--- config.mk ---
export PLATFORM = sky130hd
export DESIGN_NAME = mrat_ctrl_flat
export DESIGN_NICKNAME = d
export VERILOG_FILES = /design/src/verilog/mrat_pkg.sv /design/src/verilog/mrat_if.sv /design/src/verilog/mrat_ctrl.sv /design/src/flat_wrapper.sv
export SDC_FILE = /design/constraint.sdc
export NUM_CORES = 1
export LEC_CHECK = 0
export ABC_AREA = 1
export BUFFER_PORTS_ARGS = -buffer_cell sky130_fd_sc_hd__buf_2
export CAP_MARGIN = 20
export CORE_UTILIZATION = 45
export DETAILED_ROUTE_END_ITERATION = 8
export PLACE_DENSITY = 0.71
export SETUP_SLACK_MARGIN = 0.4
export SYNTH_ARGS = -nofsm -noshare
export SYNTH_HDL_FRONTEND = slang
export SYNTH_SLANG_ARGS = --single-unit
--- constraint.sdc ---
create_clock -name CLK_SYS -period 2.3 [get_ports CLK_SYS]
set_input_delay 0.345 -clock CLK_SYS [delete_from_list [all_inputs] [get_ports CLK_SYS]]
set_output_delay 0.345 -clock CLK_SYS [all_outputs]
set_load 0.005 [all_outputs]
--- src/verilog/mrat_pkg.sv ---
// Shared constants, command codes and timing counts for the mode register access link
package mrat_pkg;

  // Clock period in ps
  localparam int unsigned CLK_PERIOD_PS = 10000;

  // Command codes on the link
  typedef enum logic [3:0] {
    CMD_DES        = 4'h0,
    CMD_ACT        = 4'h1,
    CMD_PRE        = 4'h2,
    CMD_RD         = 4'h3,
    CMD_RDA        = 4'h4,
    CMD_WR         = 4'h5,
    CMD_WRA        = 4'h6,
    CMD_MWR        = 4'h7,
    CMD_MWRA       = 4'h8,
    CMD_RD_FIFO    = 4'h9,
    CMD_WR_FIFO    = 4'hA,
    CMD_RD_CAL     = 4'hB,
    CMD_CFG_READ   = 4'hC,
    CMD_CFG_WRITE  = 4'hD,
    CMD_PD_EXIT    = 4'hE
  } mrat_cmd_e;

  // Device bank state
  typedef enum logic [1:0] {
    BS_IDLE,
    BS_ACTIVE,
    BS_READING,
    BS_WRITING
  } mrat_bank_e;

  // Register address and data widths
  localparam int unsigned ADDR_W = 6;
  localparam int unsigned DATA_W = 8;

  // Control register holding the high current mode bit
  localparam logic [5:0] REG_VREF_CTRL      = 6'h0D;
  localparam int unsigned HICUR_BIT_POS     = 3;
  localparam logic [7:0] VREF_CTRL_RST      = 8'h00;
  // Command-bus and data-bus reference registers
  localparam logic [5:0] REG_VREF_CA        = 6'h0C;
  localparam logic [5:0] REG_VREF_DQ        = 6'h0E;
  // Read-only registers lie at and above this address
  localparam logic [5:0] REG_RO_BASE        = 6'h20;

  // Fixed figures of the spacing formulas
  localparam int unsigned RD2W_ODT_EXTRA    = 1;
  localparam int unsigned MRR2MRW_EXTRA     = 3;
  localparam int unsigned WR_EXTRA          = 1;
  localparam int unsigned RTP_OFFSET        = 8;
  localparam int unsigned GAP_MIN_NCK       = 8;
  localparam int unsigned GAP_MIN_PS        = 7500;

  // High current mode waits in ns, and cycles (longest time, rounded down)
  localparam int unsigned HICUR_ENABLE_NS   = 200;
  localparam int unsigned HICUR_DISABLE_NS  = 100;
  localparam int unsigned HICUR_ENABLE_CYC  = (HICUR_ENABLE_NS * 1000) / CLK_PERIOD_PS;
  localparam int unsigned HICUR_DISABLE_CYC = (HICUR_DISABLE_NS * 1000) / CLK_PERIOD_PS;

  // Default latencies and delays in cycles
  localparam int unsigned READ_LATENCY_DEF      = 14;
  localparam int unsigned WRITE_LATENCY_DEF     = 8;
  localparam int unsigned BURST_LENGTH_DEF      = 16;
  localparam int unsigned STROBE_DELAY_DEF      = 2;
  localparam int unsigned READ_POSTAMBLE_DEF    = 0;
  localparam int unsigned WRITE_PREAMBLE_DEF    = 2;
  localparam int unsigned TERM_ON_LAT_DEF       = 6;
  localparam int unsigned TERM_ON_TIME_DEF      = 1;
  localparam int unsigned WTR_CYC_DEF           = 8;
  localparam int unsigned WR_RECOVERY_DEF       = 12;
  localparam int unsigned RTP_CYC_DEF           = 8;
  localparam int unsigned REG_READ_PERIOD_DEF   = 8;
  localparam int unsigned REG_SET_DELAY_DEF     = 10;
  localparam int unsigned REG_WRITE_CYCLE_DEF   = 10;
  localparam int unsigned PD_EXIT_DEF           = 2;
  localparam int unsigned REG_READ_WAKE_DEF     = 2;

  // Counter width for spacing timers
  localparam int unsigned CNT_W = 8;

  // Larger of a time in ps rounded up to cycles and a least count
  function automatic int unsigned gap_cycles(input int unsigned ps, input int unsigned nck);
    int unsigned c;
    c = (ps + CLK_PERIOD_PS - 1) / CLK_PERIOD_PS;
    return (c > nck) ? c : nck;
  endfunction

endpackage

--- src/verilog/mrat_if.sv ---
// Command and data link between controller and device
`timescale 1ns/1ps
interface mrat_if;
  import mrat_pkg::*;
  mrat_cmd_e         cmd;
  logic [ADDR_W-1:0] addr;
  logic [DATA_W-1:0] wdata;
  logic [DATA_W-1:0] rdata;
  logic              rvalid;

  modport ctrl (output cmd, output addr, output wdata, input rdata, input rvalid);
  modport dev  (input cmd, input addr, input wdata, output rdata, output rvalid);
endinterface

--- src/verilog/mrat_ctrl.sv ---
// Controller end: issues commands while keeping every spacing of the access rules
`timescale 1ns/1ps
module mrat_ctrl
  import mrat_pkg::*;
// Notes on behaviour
// Config write allowed idle or banks active
// Config access leaves bank state unchanged
// Config read to write gap, termination off
// Config read to write gap, termination on
// Config read to config write gap
// Write to config read turnaround gap
// Powerdown exit plus wake before config read
// Read to config write gap
// Autoprecharge read adds precharge minus eight
// Write to config write gap
// Autoprecharge write adds write recovery
// High current bit set enables mode
// High current bit cleared disables mode
// Only deselects during high current wait
// Enable wait is 200 ns
// Disable wait is 100 ns
// Reference changes accepted without high current
// Config read waits half burst after read
// Only deselects during read period
// Config writes spaced by write cycle
// Writes to read-only registers ignored
// Config write then set delay before accesses
#(
  parameter int unsigned READ_LATENCY    = READ_LATENCY_DEF,
  parameter int unsigned WRITE_LATENCY   = WRITE_LATENCY_DEF,
  parameter int unsigned BURST_LENGTH    = BURST_LENGTH_DEF,
  parameter int unsigned STROBE_DELAY    = STROBE_DELAY_DEF,
  parameter int unsigned READ_POSTAMBLE  = READ_POSTAMBLE_DEF,
  parameter int unsigned WRITE_PREAMBLE  = WRITE_PREAMBLE_DEF,
  parameter int unsigned TERM_ON_LAT     = TERM_ON_LAT_DEF,
  parameter int unsigned TERM_ON_TIME    = TERM_ON_TIME_DEF,
  parameter int unsigned WTR_CYC         = WTR_CYC_DEF,
  parameter int unsigned WR_RECOVERY     = WR_RECOVERY_DEF,
  parameter int unsigned RTP_CYC         = RTP_CYC_DEF,
  parameter int unsigned REG_READ_PERIOD = REG_READ_PERIOD_DEF,
  parameter int unsigned REG_SET_DELAY   = REG_SET_DELAY_DEF,
  parameter int unsigned REG_WRITE_CYCLE = REG_WRITE_CYCLE_DEF,
  parameter int unsigned PD_EXIT         = PD_EXIT_DEF,
  parameter int unsigned REG_READ_WAKE   = REG_READ_WAKE_DEF
) (
  // Clock and reset
  input  wire logic              CLK_SYS,
  input  wire logic              RST_N,
  // User request
  input  wire logic              REQ_VALID,
  input  wire mrat_cmd_e         REQ_CMD,
  input  wire logic [ADDR_W-1:0] REQ_ADDR,
  input  wire logic [DATA_W-1:0] REQ_WDATA,
  input  wire logic              TERM_EN,
  output logic                   REQ_READY,
  // Read answer
  output logic                   RESP_VALID,
  output logic [DATA_W-1:0]      RESP_DATA,
  // Link
  mrat_if.ctrl                   LINK
);

  localparam int unsigned HALF_BL  = BURST_LENGTH / 2;
  localparam int unsigned GAP78    = gap_cycles(GAP_MIN_PS, GAP_MIN_NCK);
  localparam int signed   RD2W_OFF = int'(READ_LATENCY + STROBE_DELAY + HALF_BL)
                                   - int'(WRITE_LATENCY) + int'(WRITE_PREAMBLE)
                                   + int'(READ_POSTAMBLE);
  localparam int signed   RD2W_ON  = int'(READ_LATENCY + STROBE_DELAY + HALF_BL)
                                   - int'(TERM_ON_LAT) - int'(TERM_ON_TIME)
                                   + int'(READ_POSTAMBLE) + int'(RD2W_ODT_EXTRA);
  localparam int unsigned RD2MRW   = READ_LATENCY + STROBE_DELAY + HALF_BL + MRR2MRW_EXTRA;
  localparam int unsigned WR2MRR   = WRITE_LATENCY + WR_EXTRA + HALF_BL + WTR_CYC;
  localparam int unsigned PD2MRR   = PD_EXIT + REG_READ_WAKE;
  localparam int unsigned R2MRW    = READ_LATENCY + HALF_BL + STROBE_DELAY
                                   + READ_POSTAMBLE + GAP78;
  localparam int unsigned W2MRW    = WRITE_LATENCY + WR_EXTRA + HALF_BL + GAP78;

  // Clamp a signed cycle count to at least one
  function automatic logic [CNT_W-1:0] cyc(input int signed v);
    return (v < 1) ? CNT_W'(1) : CNT_W'(v);
  endfunction

  // Load a timer with the larger of its remaining count and a new one
  function automatic logic [CNT_W-1:0] maxc(input logic [CNT_W-1:0] a, input logic [CNT_W-1:0] b);
    return (a > b) ? a : b;
  endfunction

  // Remaining cycles before each class of command may go out
  logic [CNT_W-1:0] t_mrr_q, t_mrw_q, t_rd_q, t_wr_q, t_any_q;
  logic             hicur_q;
  logic             is_rd, is_wr, is_mrr, is_mrw, allowed, fire;

  assign is_rd  = (REQ_CMD == CMD_RD) || (REQ_CMD == CMD_RDA) ||
                  (REQ_CMD == CMD_RD_FIFO) || (REQ_CMD == CMD_RD_CAL);
  assign is_wr  = (REQ_CMD == CMD_WR) || (REQ_CMD == CMD_WRA) || (REQ_CMD == CMD_MWR) ||
                  (REQ_CMD == CMD_MWRA) || (REQ_CMD == CMD_WR_FIFO);
  assign is_mrr = (REQ_CMD == CMD_CFG_READ);
  assign is_mrw = (REQ_CMD == CMD_CFG_WRITE);

  // Gate a request on its class timer and the global deselect-only window
  always_comb begin
    allowed = (t_any_q == '0);
    if (is_mrr) begin
      allowed = allowed && (t_mrr_q == '0);
    end else if (is_mrw) begin
      allowed = allowed && (t_mrw_q == '0);
    end else if (is_rd) begin
      allowed = allowed && (t_rd_q == '0);
    end else if (is_wr) begin
      allowed = allowed && (t_wr_q == '0);
    end
    if (REQ_CMD == CMD_DES) begin
      allowed = 1'b1;
    end
  end

  assign REQ_READY = allowed;
  assign fire      = REQ_VALID && allowed && (REQ_CMD != CMD_DES);

  // Spacing timers
  always_ff @(posedge CLK_SYS) begin
    if (!RST_N) begin
      t_mrr_q <= '0;
      t_mrw_q <= '0;
      t_rd_q  <= '0;
      t_wr_q  <= '0;
      t_any_q <= '0;
      hicur_q <= 1'b0;
    end else begin
      logic [CNT_W-1:0] nmrr, nmrw, nrd, write_recovery_cycles, nany;
      nmrr = (t_mrr_q == '0) ? '0 : t_mrr_q - CNT_W'(1);
      nmrw = (t_mrw_q == '0) ? '0 : t_mrw_q - CNT_W'(1);
      nrd  = (t_rd_q == '0) ? '0 : t_rd_q - CNT_W'(1);
      write_recovery_cycles  = (t_wr_q == '0) ? '0 : t_wr_q - CNT_W'(1);
      nany = (t_any_q == '0) ? '0 : t_any_q - CNT_W'(1);
      if (fire) begin
        if (is_mrr) begin
          nany = maxc(nany, cyc(int'(REG_READ_PERIOD) - 1));
          nmrr = maxc(nmrr, cyc(int'(REG_READ_PERIOD) - 1));
          nrd  = maxc(nrd, cyc(int'(REG_READ_PERIOD) - 1));
          write_recovery_cycles  = maxc(write_recovery_cycles, TERM_EN ? cyc(RD2W_ON - 1) : cyc(RD2W_OFF - 1));
          nmrw = maxc(nmrw, cyc(int'(RD2MRW) - 1));
        end else if (is_mrw) begin
          nmrr = maxc(nmrr, cyc(int'(REG_SET_DELAY) - 1));
          nrd  = maxc(nrd, cyc(int'(REG_SET_DELAY) - 1));
          write_recovery_cycles  = maxc(write_recovery_cycles, cyc(int'(REG_SET_DELAY) - 1));
          nmrw = maxc(nmrw, cyc(int'(REG_WRITE_CYCLE) - 1));
          if (REQ_ADDR == REG_VREF_CTRL &&
              REQ_WDATA[HICUR_BIT_POS] != hicur_q) begin
            nany = maxc(nany, REQ_WDATA[HICUR_BIT_POS] ?
                   cyc(int'(HICUR_ENABLE_CYC) - 1) :
                   cyc(int'(HICUR_DISABLE_CYC) - 1));
          end
        end else if (is_rd) begin
          nmrr = maxc(nmrr, cyc(int'(HALF_BL) - 1));
          nmrw = maxc(nmrw, (REQ_CMD == CMD_RDA) ?
                 cyc(int'(R2MRW + RTP_CYC) - int'(RTP_OFFSET) - 1) :
                 cyc(int'(R2MRW) - 1));
        end else if (is_wr) begin
          nmrr = maxc(nmrr, cyc(int'(WR2MRR) - 1));
          nmrw = maxc(nmrw, (REQ_CMD == CMD_WRA || REQ_CMD == CMD_MWRA) ?
                 cyc(int'(W2MRW + WR_RECOVERY) - 1) :
                 cyc(int'(W2MRW) - 1));
        end else if (REQ_CMD == CMD_PD_EXIT) begin
          nmrr = maxc(nmrr, cyc(int'(PD2MRR) - 1));
        end
      end
      t_mrr_q <= nmrr;
      t_mrw_q <= nmrw;
      t_rd_q  <= nrd;
      t_wr_q  <= write_recovery_cycles;
      t_any_q <= nany;
      if (fire && is_mrw && REQ_ADDR == REG_VREF_CTRL) begin
        hicur_q <= REQ_WDATA[HICUR_BIT_POS];
      end
    end
  end

  // Link drive registered from the accepted request
  always_ff @(posedge CLK_SYS) begin
    if (!RST_N) begin
      LINK.cmd   <= CMD_DES;
      LINK.addr  <= '0;
      LINK.wdata <= '0;
    end else begin
      LINK.cmd   <= fire ? REQ_CMD : CMD_DES;
      LINK.addr  <= REQ_ADDR;
      LINK.wdata <= REQ_WDATA;
    end
  end

  // Read answer capture
  always_ff @(posedge CLK_SYS) begin
    if (!RST_N) begin
      RESP_VALID <= 1'b0;
      RESP_DATA  <= '0;
    end else begin
      RESP_VALID <= LINK.rvalid;
      if (LINK.rvalid) begin
        RESP_DATA <= LINK.rdata;
      end
    end
  end

endmodule

--- src/flat_wrapper.sv ---
// flat-port wrapper written by rule: the top's interface ports become plain ports
module mrat_ctrl_flat import mrat_pkg::*;
#(
  parameter int unsigned READ_LATENCY    = READ_LATENCY_DEF,
  parameter int unsigned WRITE_LATENCY   = WRITE_LATENCY_DEF,
  parameter int unsigned BURST_LENGTH    = BURST_LENGTH_DEF,
  parameter int unsigned STROBE_DELAY    = STROBE_DELAY_DEF,
  parameter int unsigned READ_POSTAMBLE  = READ_POSTAMBLE_DEF,
  parameter int unsigned WRITE_PREAMBLE  = WRITE_PREAMBLE_DEF,
  parameter int unsigned TERM_ON_LAT     = TERM_ON_LAT_DEF,
  parameter int unsigned TERM_ON_TIME    = TERM_ON_TIME_DEF,
  parameter int unsigned WTR_CYC         = WTR_CYC_DEF,
  parameter int unsigned WR_RECOVERY     = WR_RECOVERY_DEF,
  parameter int unsigned RTP_CYC         = RTP_CYC_DEF,
  parameter int unsigned REG_READ_PERIOD = REG_READ_PERIOD_DEF,
  parameter int unsigned REG_SET_DELAY   = REG_SET_DELAY_DEF,
  parameter int unsigned REG_WRITE_CYCLE = REG_WRITE_CYCLE_DEF,
  parameter int unsigned PD_EXIT         = PD_EXIT_DEF,
  parameter int unsigned REG_READ_WAKE   = REG_READ_WAKE_DEF
)
  (CLK_SYS, RST_N, REQ_VALID, REQ_CMD, REQ_ADDR, REQ_WDATA, TERM_EN, REQ_READY, RESP_VALID, RESP_DATA, LINK_cmd, LINK_addr, LINK_wdata, LINK_rdata, LINK_rvalid);
  mrat_if LINK_i ();
  input  wire logic CLK_SYS;
  input  wire logic RST_N;
  input  wire logic REQ_VALID;
  input  wire mrat_cmd_e REQ_CMD;
  input  wire logic [ADDR_W-1:0] REQ_ADDR;
  input  wire logic [DATA_W-1:0] REQ_WDATA;
  input  wire logic TERM_EN;
  output logic REQ_READY;
  output logic RESP_VALID;
  output logic [DATA_W-1:0] RESP_DATA;
  output wire logic [$bits(LINK_i.cmd)-1:0] LINK_cmd;
  output wire logic [$bits(LINK_i.addr)-1:0] LINK_addr;
  output wire logic [$bits(LINK_i.wdata)-1:0] LINK_wdata;
  input wire logic [$bits(LINK_i.rdata)-1:0] LINK_rdata;
  input wire logic [$bits(LINK_i.rvalid)-1:0] LINK_rvalid;
  assign LINK_cmd = LINK_i.cmd;
  assign LINK_addr = LINK_i.addr;
  assign LINK_wdata = LINK_i.wdata;
  assign LINK_i.rdata = LINK_rdata;
  assign LINK_i.rvalid = LINK_rvalid;
  mrat_ctrl #(.READ_LATENCY(READ_LATENCY), .WRITE_LATENCY(WRITE_LATENCY), .BURST_LENGTH(BURST_LENGTH), .STROBE_DELAY(STROBE_DELAY), .READ_POSTAMBLE(READ_POSTAMBLE), .WRITE_PREAMBLE(WRITE_PREAMBLE), .TERM_ON_LAT(TERM_ON_LAT), .TERM_ON_TIME(TERM_ON_TIME), .WTR_CYC(WTR_CYC), .WR_RECOVERY(WR_RECOVERY), .RTP_CYC(RTP_CYC), .REG_READ_PERIOD(REG_READ_PERIOD), .REG_SET_DELAY(REG_SET_DELAY), .REG_WRITE_CYCLE(REG_WRITE_CYCLE), .PD_EXIT(PD_EXIT), .REG_READ_WAKE(REG_READ_WAKE)) u_core (.CLK_SYS(CLK_SYS), .RST_N(RST_N), .REQ_VALID(REQ_VALID), .REQ_CMD(REQ_CMD), .REQ_ADDR(REQ_ADDR), .REQ_WDATA(REQ_WDATA), .TERM_EN(TERM_EN), .REQ_READY(REQ_READY), .RESP_VALID(RESP_VALID), .RESP_DATA(RESP_DATA), .LINK(LINK_i));
endmodule
Word level (Yosys, flattened, before mapping)

Index checks and enable logic that the tools add are counted.

Register bits: 68
Word-level logic and storage cells: 116

$add $sub $neg: 5
Order comparisons: 14
Equal/unequal tests: 14
Multiplexer cells: 47
Reductions and logical operators: 25

Operator list:

| cell                                                                            | number |
|---|---|
| 8-bit two-way mux                                                               | 40 |
| 8-bit logical NOT                                                               | 5 |
| 8-bit by 1-bit subtractor with 8-bit output, second input constant              | 5 |
| 8-bit by 4-bit greater-than comparator with 1-bit output, second input constant | 4 |
| 8-bit by 5-bit greater-than comparator with 1-bit output, second input constant | 4 |
| 4-bit equality test, second input constant                                      | 7 |
| 8-bit by 3-bit greater-than comparator with 1-bit output, second input constant | 3 |
| 4-bit by 3-bit equality test with 1-bit output, second input constant           | 4 |
| 8-bit greater-than comparator                                                   | 2 |
| 1-bit logical AND                                                               | 9 |
| 8-bit by 2-bit greater-than comparator with 1-bit output, second input constant | 1 |
| 1-bit logical OR                                                                | 8 |
| 6-bit by 4-bit equality test with 1-bit output, second input constant           | 1 |
| 6-bit two-way mux                                                               | 1 |
| 1-bit two-way mux                                                               | 5 |
| 5-bit two-way mux                                                               | 1 |
| 4-bit by 2-bit equality test with 1-bit output, second input constant           | 1 |
| 4-bit logical NOT                                                               | 1 |
| 4-bit nonzero test                                                              | 1 |
| 2-bit AND reduction                                                             | 1 |
| 1-bit != test                                                                   | 1 |

Longest topological paths before layout

Gate-level depths: netlist of run 1.

Word-level depth: 14
Depth in mapped cells: 20
Gate-level depth less buffers: 20

Worst setup path before layout of run 1

No wires, ideal clock.

Path type: register -> register
From: reg u_core.t_mrw_q[0]
To: reg u_core.t_mrw_q[3]
Arrival time: 2.201 ns
Required time: 2.185 ns
Path slack: -0.016 ns
Stages on the path, launching flop included: 21
Period minus slack after synthesis: 2.316 ns
Path through: dfxtp_1 inv_1 ha_1 inv_1 nor2_1 nand2_2 inv_1 nor2_1 ha_1 inv_1 nor2_1 o21bai_1 nand3b_1 nand2_1 nand3_1 inv_1 nand2_1 nand2_1 nand2_1 nor2_1 nor2_1

Word-level cells in the longest chain between the ends: 9

Ends and longest elaborated chain:

| what                                                                                    | RTL line                           | text |
|---|---|---|
| start, declared                                                                         | mrat_ctrl.sv:89                    | `logic [CNT_W-1:0] t_mrr_q, t_mrw_q, t_rd_q, t_wr_q, t_any_q;` |
| start signal, assigned                                                                  | mrat_ctrl.sv:169                   | `t_mrw_q <= nmrw;` |
| 8-bit by 1-bit subtractor with 8-bit output / 8-bit logical NOT (equally long branches) | mrat_ctrl.sv:132, mrat_ctrl.sv:106 |  |
| 8-bit two-way mux                                                                       | mrat_ctrl.sv:132                   | `nmrw = (t_mrw_q == '0) ? '0 : t_mrw_q - CNT_W'(1);` |
| 8-bit greater-than comparator                                                           | mrat_ctrl.sv:85                    | `return (a > b) ? a : b;` |
| 8-bit two-way mux                                                                       | mrat_ctrl.sv:85                    |  |
| 8-bit two-way mux                                                                       | mrat_ctrl.sv:159                   | `end else if (is_wr) begin` |
| 8-bit two-way mux                                                                       | mrat_ctrl.sv:154                   | `end else if (is_rd) begin` |
| 8-bit two-way mux                                                                       | mrat_ctrl.sv:143                   | `end else if (is_mrw) begin` |
| 8-bit two-way mux                                                                       | mrat_ctrl.sv:137                   | `if (is_mrr) begin` |
| 8-bit two-way mux (*)                                                                   | mrat_ctrl.sv:136                   | `if (fire) begin` |

Every way passes the cells marked *; elsewhere a longest branch is shown, timed or not.
A chain may end at the register's enable or synchronous reset.

Final worst setup path of run 1

From: reg u_core.t_any_q[1]
To: reg u_core.t_any_q[0]

Word-level cells in the longest chain between the ends: 10

Ends and longest elaborated chain:

| what                                                                                                | RTL line         | text |
|---|---|---|
| start, declared                                                                                     | mrat_ctrl.sv:89  |  |
| start signal, assigned                                                                              | mrat_ctrl.sv:172 | `t_any_q <= nany;` |
| parallel branches: the longest is 9 deep, another holds 8-bit by 1-bit subtractor with 8-bit output | -                |  |
| 8-bit two-way mux (*)                                                                               | mrat_ctrl.sv:136 |  |

Mark *: on every way between the ends.

==> flow_metrics.py, run 1 <==
metrics = {
    "outcome": {
        "status": "finished, final reports clean",
    },
    "setup_path": {
        "path_buf_inv": 5,
        "crit_path_start_kind": "flip-flop",
        "crit_chain": "inv_4 -> ha_4 -> inv_4 -> nor2_4 -> nand2_2 -> xor2_1 -> or2_4 -> inv_4 -> ha_4 -> nand2_2 -> inv_2 -> nand3_1 -> nand2_1 -> a21oi_2 -> nor2_2 -> buf_4 -> a21oi_2 -> a21oi_2",
        "worst-setup-path-type": "flip-flop to flip-flop",
        "slowest_delay_ns": 0.33,
        "cp_top_family": "simple AND/OR/NAND/NOR gates",
        "crit_fanout": 4,
        "cp.arrival_ns": 2.54,
        "cp_slowest_cell": "dfxtp_2",
        "required_ns": 2.55,
        "cp-end-kind": "flip-flop",
    },
    "final_layout": {
        "final_core_util_pct": 66.8,
        "fin_nets": 787,
        "num_antenna_cells": 0,
        "drive_above_1_share_pct": 39.9,
        "area_delta_synth_final_pct": 44.6,
    },
    "timing": {
        "drv_slew": 0,
        "tightest_slew_ns": 0.441,
        "hold_viol": 0,
        "period_minus_slack_ns": 2.29,
        "finClkSkew_ns": 0.0117,
        "setup_viol": 0,
        "relSlewSlack_pct": 70.4,
        "fmax_mhz": 437,
        "period_share_pct": 99.4,
        "rsz0062_at_grt": "true",
        "tns_ns": 0,
    },
    "synth": {
        "synth_area_per_cell_um2": 6.43,
        "netlist_area_um2": 4010,
        "synthCells": 623,
        "synth_area_leader_cell": "dfxtp_1",
        "syn_nets": 670,
        "synth.distinct_cells": 38,
        "ys_top_cells_by_area": "dfxtp_1, nand2_1, nor2_1",
        "ys.warnings.count": 0,
        "synth-seq-cells": 68,
        "synth_top_area_share_pct": 34.0,
        "yosysSeqAreaShare_pct": 34.0,
    },
    "global_routing": {
        "grt_max_degree": 34,
        "grt_pass1_wl_mm": 17.2,
        "antenna_found_initial": 0,
        "track_usage_pct": 24.1,
        "grt_overflow_total": 0,
        "first_global_vias": 4083,
    },
    "place": {
        "portBuffers": 57,
        "gp_congestion": 0.880,
        "hpwl_mm": 7.27,
    },
    "cts": {
        "cts_tree": "yes",
        "cts_max_path_buffers": 2,
        "h-tree-depth": 3,
        "numCtsBuffers": 9,
        "clk_pin_slew_ns": 0.08,
        "cts.sink_count": 68,
        "cts-root-buf": "clkbuf_8",
        "clk_latency_ns": 0.36,
    },
    "power_and_ir_drop": {
        "swShare_pct": 48.4,
        "p_clk_share_pct": 11.1,
        "intPower_uw": 4840,
        "comb_power_share_pct": 70.1,
        "pwr-share-seq_pct": 18.8,
        "ir_drop_uv": 823,
        "p_switching_uw": 4550,
        "total_power_uw": 9380,
        "leakage_uw": 0.00283,
        "powerDensity_nw_per_um2": 1620,
    },
    "route": {
        "antenna_left": 0,
        "wl_met1_mm": 4.52,
        "avgRoutedWirePerCell_um": 12.8,
        "drt_wl_total_mm": 10.9,
        "wl_met3_um": 476,
        "drtIter0Drc": 165,
        "avgViaCountPerCell": 5.11,
        "via_count": 4357,
        "firstDrtPassIters": 5,
        "wl_met2_mm": 5.66,
        "dr.max_layer_used": "met4",
        "drc": 0,
    },
    "die": {
        "die_h_um": 96.3,
        "die_area_um2": 9280,
        "io_pins": 59,
        "core.rowCount": 34,
        "start_util_pct": 46.2,
        "coreArea_um2": 8680,
        "die_w_um": 96.3,
    },
    "worst_hold_path": {
        "hp-class": "input pin to flip-flop",
    },
    "flow_run": {
        "cap_violations": 0,
    },
}
## flip-flops by register name (all words and copies together), names as in the netlist
| name | cells |
|---|---|
| u_core.LINK.wdata | 8 |
| u_core.LINK.addr | 6 |
| u_core.t_mrw_q | 8 |
| u_core.t_any_q | 8 |
| u_core.RESP_DATA | 8 |
| u_core.t_mrr_q | 8 |
| u_core.t_wr_q | 8 |
| u_core.t_rd_q | 8 |
| u_core.hicur_q | 1 |
| u_core.LINK.cmd | 4 |
| u_core.RESP_VALID | 1 |
## cell type report
type	instances	area [um^2]
multi-input combinational	440	2830
clock buffer	10	138
clock inverter	6	71.3
fill	719	2890
sequential	68	1380
timing repair buffer	114	801
inverter	107	439
tap	108	135
## Yosys cell counts (all sizes together)
cell / number
nand2: 146
nor2: 119
inv: 107
dfxtp: 68
nand3: 59
o21ai: 38
a21oi: 25
ha: 16
nand4: 11
nor3: 8
clkbuf: 6
xor2: 3
and2: 2
buf: 2
o21bai: 2
or2: 2
xnor2: 2
a211oi: 1
and3: 1
nand3b: 1
nor3b: 1
nor4: 1
o211ai: 1
or3: 1
## cell families after synthesis
group / after synthesis / synth area share, %
adder cells (fa/ha/maj): 16 / 5.00
buffers and inverters: 115 / 10.8
AO/OA/AOI/OAI: 67 / 9.00
flip-flops: 68 / 34.0
XOR/XNOR: 5 / 1.09
AND/OR/NAND/NOR: 352 / 40.1
## power groups by stage
stage,Clock (uW),Sequential (uW),Combinational [uW]
final,1050,1760,6570
after global routing,1120,1810,7230
after CTS,1060,1740,5460
after detailed placement,0,1750,4470
after global placement,0,1730,4360
after floorplan,0,1700,3500
## routing by layer
| layer | global-route usage [%] | up-vias |
|---|---|---|
| met3 | 4.19 | 28 |
| li1 | - | 2193 |
| met5 | 0 | - |
| met2 | 44.4 | 130 |
| met1 | 26.9 | 2006 |
| met4 | 10.5 | 0 |
## tightest hold or removal path, cell delays in order
cell and delay (ns):
buf_2 0.07, nand2_1 0.04, inv_1 0.04
## stage by stage
step / hold WS (ns) / instances / area, um^2 / worst slack, ns
3_3_place_gp: 0.474 / 794 / 4680 / 0.0266
6_report: 0.164 / 853 / 5790 / 0.0127
3_5_place_dp: 0.484 / 794 / 4680 / -0.0817
4_1_cts: 0.150 / 838 / 5320 / 0.00429
2_1_floorplan: 0.438 / 623 / 4190 / 0.167
5_1_grt: 0.152 / 853 / 5790 / -0.121
## cells in the final DEF (no fill, tap or decap), types with 2 or more instances in the layout
cell	Yosys	final
nand2_1	137	112
nor2_1	106	86
inv_1	98	76
dfxtp_1	68	59
buf_2	0	57
nand3_1	53	38
buf_4	0	37
o21ai_0	32	27
nand2_2	7	25
nor2_4	3	19
inv_2	8	18
buf_6	0	18
nor2_2	10	14
a21oi_2	3	14
nand3_2	6	12
inv_4	1	11
a21oi_1	22	11
ha_4	0	11
clkbuf_8	0	10
nand3_4	0	9
nand4_1	9	9
nand2_4	2	8
o21ai_1	5	7
dfxtp_2	0	7
nor3_1	7	6
o21ai_4	0	4
inv_6	0	4
ha_1	16	4
xor2_1	3	2
xnor2_1	2	2
o21bai_1	2	2
clkinvlp_4	0	2
dfxtp_4	0	2
## worst paths after layout
kind              cells past startpoint                start                    to  slack [ns]
setup / recovery                     18    u_core.t_any_q[1]     u_core.t_any_q[0]        0.01
hold / removal                        3         REQ_WDATA[2]  u_core.LINK.wdata[2]        0.16
setup reg to reg                     18    u_core.t_any_q[1]     u_core.t_any_q[0]        0.01
hold reg to reg                       2  u_core.RESP_DATA[3]   u_core.RESP_DATA[3]        0.50
## repair_timing
item,CTS,global route
setup endpoints to repair,27,27
pin swaps,19,41
setup buffers,28,15
hold buffers,0,0
gates resized for setup,62,92
No activity file was read; power rests on OpenSTA's default activity.
==> run 2, diff against run 1 <==
==> constraint.sdc (replaced) <==
create_clock -name CLK_SYS -period 2.3 [get_ports CLK_SYS]
set_input_delay 0.46 -clock CLK_SYS [delete_from_list [all_inputs] [get_ports CLK_SYS]]
set_output_delay 0.46 -clock CLK_SYS [all_outputs]
set_load 0.005 [all_outputs]
==> run 2 against run 1 <==
  * Clock power hardly changed
  * Sequential power barely moved
  * Sequential share of layout area shrank 1.1 points
  * Critical path type unchanged
  * Largest power group unchanged
==> flow_metrics.py, run 2 (synthesis gave the netlist of run 1 again) <==
metrics = {
    "outcome": {
        "status": "finished, final reports clean",
    },
    "cts": {
        "cts_tree": "yes",
        "cts-root-buf": "clkbuf_8",
        "cts.sink_count": 68,
        "numCtsBuffers": 9,
        "clk_pin_slew_ns": 0.09,
        "cts_max_path_buffers": 2,
        "h-tree-depth": 3,
        "clk_latency_ns": 0.36,
    },
    "route": {
        "drt_wl_total_mm": 12.2,
        "avgViaCountPerCell": 5.18,
        "via_count": 4634,
        "drtIter0Drc": 238,
        "avgRoutedWirePerCell_um": 13.7,
        "antenna_left": 0,
        "drc": 0,
        "firstDrtPassIters": 5,
    },
    "timing": {
        "hold_ws_ns": 0.284,
        "relSlewSlack_pct": 58.2,
        "period_share_pct": 99.8,
        "period_minus_slack_ns": 2.29,
        "drv_slew": 0,
        "finClkSkew_ns": 0.0143,
        "fmax_mhz": 436,
        "hold_viol": 0,
        "rsz0062_at_grt": "true",
        "setup_viol": 0,
        "tightest_slew_ns": 0.626,
    },
    "setup_path": {
        "slowest_delay_ns": 0.34,
        "crit_fanout": 3,
        "crit_path_start_kind": "flip-flop",
        "required_ns": 2.59,
        "path_buf_inv": 5,
        "crit_chain": "inv_4 -> ha_4 -> inv_2 -> nor2_2 -> nand2_1 -> xor2_1 -> or2_4 -> inv_4 -> ha_4 -> nand2_2 -> inv_2 -> a211oi_2 -> a21oi_2 -> nor2_2 -> buf_4 -> a21oi_2 -> a21oi_1",
        "cp_slowest_cell": "dfxtp_2",
        "timing.rr.end": "u_core.t_any_q[0]",
        "cp_top_family": "simple AND/OR/NAND/NOR gates",
        "worst-setup-path-type": "flip-flop to flip-flop",
        "cp.arrival_ns": 2.58,
        "ff2ff_path_depth": 17,
        "r2r_slack_ns": 0.005,
        "timing.rr.start": "u_core.t_any_q[1]",
        "cp-end-kind": "flip-flop",
    },
    "final_layout": {
        "num_antenna_cells": 0,
        "drive_above_1_share_pct": 44.4,
        "fin_nets": 828,
        "final_common_cell": "nand2_1",
        "area_delta_synth_final_pct": 52.7,
        "layoutNonFillerInstCount": 894,
        "most-common-layout-cells": "nand2_1, nor2_1, buf_4",
        "final_core_util_pct": 70.5,
    },
    "worst_hold_path": {
        "whs_path_depth": 3,
        "hp-class": "input pin to flip-flop",
        "holdPathEnd": "u_core.LINK.wdata[5]",
        "min_from": "REQ_WDATA[5]",
    },
    "die": {
        "io_pins": 59,
        "core.rowCount": 34,
        "die_h_um": 96.3,
        "coreArea_um2": 8680,
        "die_area_um2": 9280,
        "start_util_pct": 46.2,
        "die_w_um": 96.3,
    },
    "place": {
        "hpwl_mm": 7.51,
        "gp_congestion": 0.879,
        "place_inst": 805,
        "portBuffers": 57,
    },
    "flow_run": {
        "cap_violations": 0,
    },
    "global_routing": {
        "track_usage_pct": 26.0,
        "first_global_vias": 4295,
        "antenna_found_initial": 0,
        "grt_overflow_total": 0,
        "grt_pass1_wl_mm": 18.6,
        "grt_max_degree": 34,
    },
    "power_and_ir_drop": {
        "ir_drop_uv": 828,
        "powerDensity_nw_per_um2": 1670,
        "leakage_uw": 0.00305,
    },
}
## run 2: worst max-delay path by stage
stage | startpoint | end | slack [ns] | depth (start not counted)
4_1_cts | u_core.t_any_q[1] | u_core.t_any_q[3] | 0.03 | 16
5_1_grt | u_core.t_any_q[1] | u_core.t_any_q[1] | -0.19 | 18
3_5_place_dp | u_core.t_any_q[1] | u_core.t_any_q[3] | -0.008 | 16
3_3_place_gp | REQ_CMD[2] | u_core.t_mrw_q[2] | 0.01 | 16
6_report | u_core.t_any_q[1] | u_core.t_any_q[0] | 0.005 | 17
2_1_floorplan | u_core.t_any_q[1] | u_core.t_any_q[3] | 0.17 | 16
## run 2: metal layers
metal,global-route usage [%],up-vias,wire length (um)
met4,11.8,0,404
met1,30.6,2139,5100
met2,44.6,175,6010
met3,6.32,47,707
met5,0,-,0
li1,-,2273,-
## run 2: through the flow
stage / area (um^2) / TNS (ns) / setup slack (ns) / power (uW)
2_1_floorplan: 4220 / 0 / 0.167 / 5200
3_3_place_gp: 4810 / 0 / 0.0142 / 6080
3_5_place_dp: 4810 / -0.00804 / -0.00804 / 6230
4_1_cts: 5810 / 0 / 0.0250 / 9190
5_1_grt: 6110 / -1.14 / -0.186 / 11000
6_report: 6110 / 0 / 0.00507 / 10200
## run 2: final cells by class
cell class	instances	area [um^2]
Timing Repair Buffer	155	1100
Tap cell	108	135
Multi-Input combinational cell	440	2840
Fill cell	654	2560
Inverter	107	442
Clock inverter	7	83.8
Clock buffer	9	124
Sequential cell	68	1380
## run 2: power by group
part / internal [uW] / switching, uW
clock: 520 / 536
combinational: 3320 / 4060
sequential: 1520 / 262
## run 2: timing repair
action                                  in CTS  in global routing
gates resized for setup                     96                 62
pin swaps                                   41                 45
setup buffers                               60                 13
hold buffers                                 0                  0
endpoints found under the setup margin      27                 32
## run 2: worst register-to-register path: cells and delay by family, from the launching register on
family	cells	cell delay, ns
flops	1	0.34
xor+xnor	1	0.15
fa+ha+maj	2	0.33
simple gates	5	0.66
buf+inv	5	0.36
compound gates	4	0.38
==> run 3, diff against run 2 <==
--- a/config.mk
+++ b/config.mk
@@ -10,2 +10,3 @@
 export CAP_MARGIN = 20
+export CORE_ASPECT_RATIO = 0.7
 export CORE_UTILIZATION = 45
==> constraint.sdc (replaced) <==
create_clock -name CLK_SYS -period 2.3 [get_ports CLK_SYS]
set_input_delay 0 -clock CLK_SYS [delete_from_list [all_inputs] [get_ports CLK_SYS]]
set_output_delay 0 -clock CLK_SYS [all_outputs]
set_load 0.005 [all_outputs]
==> run 3 against run 2 <==
  * Total power fell by 10%
  * Final cell count decreased by 2.1%
  * The run now ends with negative setup slack left
  * Critical endpoint is now u_core.t_any_q[1]
  * Routed wire length down 3.2%
  * First-iteration DRC count is 32% higher
  * Utilization fell by 1.7 points
  * Global-route usage down 1.2 points
  * Die area barely moved
  * Non-clock buffer count shrank 31
  * Combinational power is 22% lower
  * Sequential power about the same
==> flow_metrics.py, run 3 (synthesis gave the netlist of run 1 again) <==
metrics = {
    "cts": {
        "cts.sink_count": 68,
        "numCtsBuffers": 9,
        "clk_pin_slew_ns": 0.06,
        "cts_max_path_buffers": 2,
        "clk_latency_ns": 0.34,
        "cts-root-buf": "clkbuf_16",
        "h-tree-depth": 3,
        "cts_tree": "yes",
    },
    "timing": {
        "hold_viol": 0,
        "finClkSkew_ns": 0.00680,
        "setup_ws_ns": -0.0169,
        "period_share_pct": 101,
        "relSlewSlack_pct": 49.9,
        "fmax_mhz": 432,
        "drv_slew": 0,
        "period_minus_slack_ns": 2.32,
        "setup_viol": 1,
        "tightest_slew_ns": 0.750,
        "rsz0062_at_grt": "true",
    },
    "final_layout": {
        "fin_nets": 797,
        "seqCellArea_um2": 1370,
        "multi_input_area_um2": 2710,
        "area_delta_synth_final_pct": 46.9,
        "fillers": 655,
        "fin_area_um2": 5880,
        "drive_above_1_share_pct": 34.6,
        "final_common_cell": "nand2_1",
        "num_antenna_cells": 0,
        "final_core_util_pct": 68.8,
        "most-common-layout-cells": "nand2_1, nor2_1, inv_1",
    },
    "setup_path": {
        "r2r_slack_ns": -0.02,
        "cp_top_family": "simple AND/OR/NAND/NOR gates",
        "cp-end-kind": "flip-flop",
        "timing.rr.start": "u_core.t_any_q[1]",
        "crit_fanout": 3,
        "ff2ff_path_depth": 18,
        "critPathMostFrequentCell": "inv_4",
        "path_buf_inv": 5,
        "crit_path_start_kind": "flip-flop",
        "cp.arrival_ns": 2.59,
        "cp_slowest_cell": "dfxtp_2",
        "timing.rr.end": "u_core.t_any_q[1]",
        "worst-setup-path-type": "flip-flop to flip-flop",
        "crit_chain": "inv_4 -> ha_4 -> inv_4 -> nor2_4 -> nand2_2 -> xor2_1 -> or2_4 -> inv_4 -> ha_4 -> nand2_2 -> inv_2 -> a211oi_2 -> a21oi_2 -> nor2_2 -> nand3_2 -> nand3_1 -> nand2_1 -> inv_1",
        "slowest_delay_ns": 0.32,
        "startpoint": "u_core.t_any_q[1]",
        "required_ns": 2.58,
    },
    "global_routing": {
        "grt_pass1_wl_mm": 17.7,
        "grt_overflow_total": 0,
        "antenna_found_initial": 0,
        "first_global_vias": 3925,
        "track_usage_pct": 24.8,
        "grt_max_degree": 34,
    },
    "power_and_ir_drop": {
        "powerDensity_nw_per_um2": 1560,
        "leakage_uw": 0.00289,
        "ir_drop_uv": 655,
    },
    "place": {
        "hpwl_mm": 7.48,
        "postPlaceCellArea_um2": 4660,
        "gp_congestion": 0.952,
        "portBuffers": 57,
    },
    "route": {
        "antenna_left": 0,
        "drt_wl_total_mm": 11.8,
        "via_count": 4396,
        "firstDrtPassIters": 5,
        "drc": 0,
        "avgRoutedWirePerCell_um": 13.5,
        "avgViaCountPerCell": 5.02,
        "wl_met2_mm": 5.47,
        "dr.max_layer_used": "met4",
        "wl_met3_um": 908,
        "wl_met1_mm": 5.22,
        "drtIter0Drc": 315,
    },
    "worst_hold_path": {
        "min_from": "REQ_CMD[2]",
        "hp-class": "input pin to flip-flop",
        "holdPathEnd": "u_core.LINK.cmd[2]",
        "whs_path_depth": 3,
    },
    "die": {
        "start_util_pct": 46.9,
        "coreArea_um2": 8550,
        "die_w_um": 115,
        "io_pins": 59,
        "die_area_um2": 9290,
        "die_h_um": 80.9,
        "core.rowCount": 28,
    },
    "flow_run": {
        "cap_violations": 0,
    },
    "outcome": {
        "violations": "negative setup slack",
        "status": "finished with violations",
    },
}
[run 3: changes by cell type in the layout (fill, tap and decap cells not counted), moves of 4 or more]
cell,before,now
nand2_4,13,5
buf_6,17,5
inv_1,73,77
dlygate4sd3_1,0,24
clkbuf_16,0,9
clkbuf_8,9,0
buf_4,79,38
nand2_1,110,121
dfxtp_2,9,2
dfxtp_1,56,64
[run 3: through the flow]
step | hold WS, ns | total power [uW] | instances | setup slack (ns) | setup TNS (ns)
after floorplan | 0.0935 | 5200 | 623 | 0.167 | 0
after global placement | 0.180 | 6060 | 803 | 0.0560 | 0
after detailed placement | 0.186 | 6190 | 803 | 0.0302 | 0
after CTS | 0.0116 | 8480 | 864 | 0.0576 | 0
after global routing | 0.0293 | 9860 | 875 | -0.187 | -0.651
final | 0.0179 | 9160 | 875 | -0.0169 | -0.0169
[run 3: layout make-up]
type	instances	area share, %
Inverter	107	7.42
Multi-Input combinational cell	440	46.0
Tap cell	120	2.55
Sequential cell	68	23.3
Clock inverter	7	2.11
Clock buffer	9	3.83
Timing Repair Buffer	124	14.7
[run 3: per-layer routing]
| layer | global-route usage, % | up-vias |
|---|---|---|
| met5 | 0 | - |
| met4 | 10.4 | 0 |
| met3 | 6.87 | 31 |
| met2 | 41.2 | 191 |
| met1 | 30.4 | 1973 |
| li1 | - | 2201 |
[run 3: worst max-delay path by stage]
stage,to,slack [ns],cells after the start
floorplan,u_core.t_any_q[3],0.17,16
global placement,u_core.t_any_q[3],0.06,16
detailed placement,u_core.t_any_q[3],0.03,16
CTS,u_core.t_any_q[1],0.06,18
global route,u_core.t_any_q[1],-0.19,18
finish,u_core.t_any_q[1],-0.02,18
[run 3: what timing repair did]
| action | in CTS | in global routing |
|---|---|---|
| setup buffers | 21 | 11 |
| endpoints found under the hold margin | 24 | 0 |
| resized for setup | 43 | 66 |
| hold buffers | 24 | 0 |
| pin swaps | 21 | 25 |
| setup endpoints to repair | 31 | 29 |
[run 3: tightest hold or removal path: stages]
cell	delay [ns]
buf_2	0.13
inv_1	0.12
nor2_2	0.06
[run 3: power by group]
part	leakage (uW)	internal, uW	total [uW]	switching [uW]
clock network	0.000166	1070	1620	549
registers	0.000564	1510	1750	242
logic	0.00216	2280	5790	3510
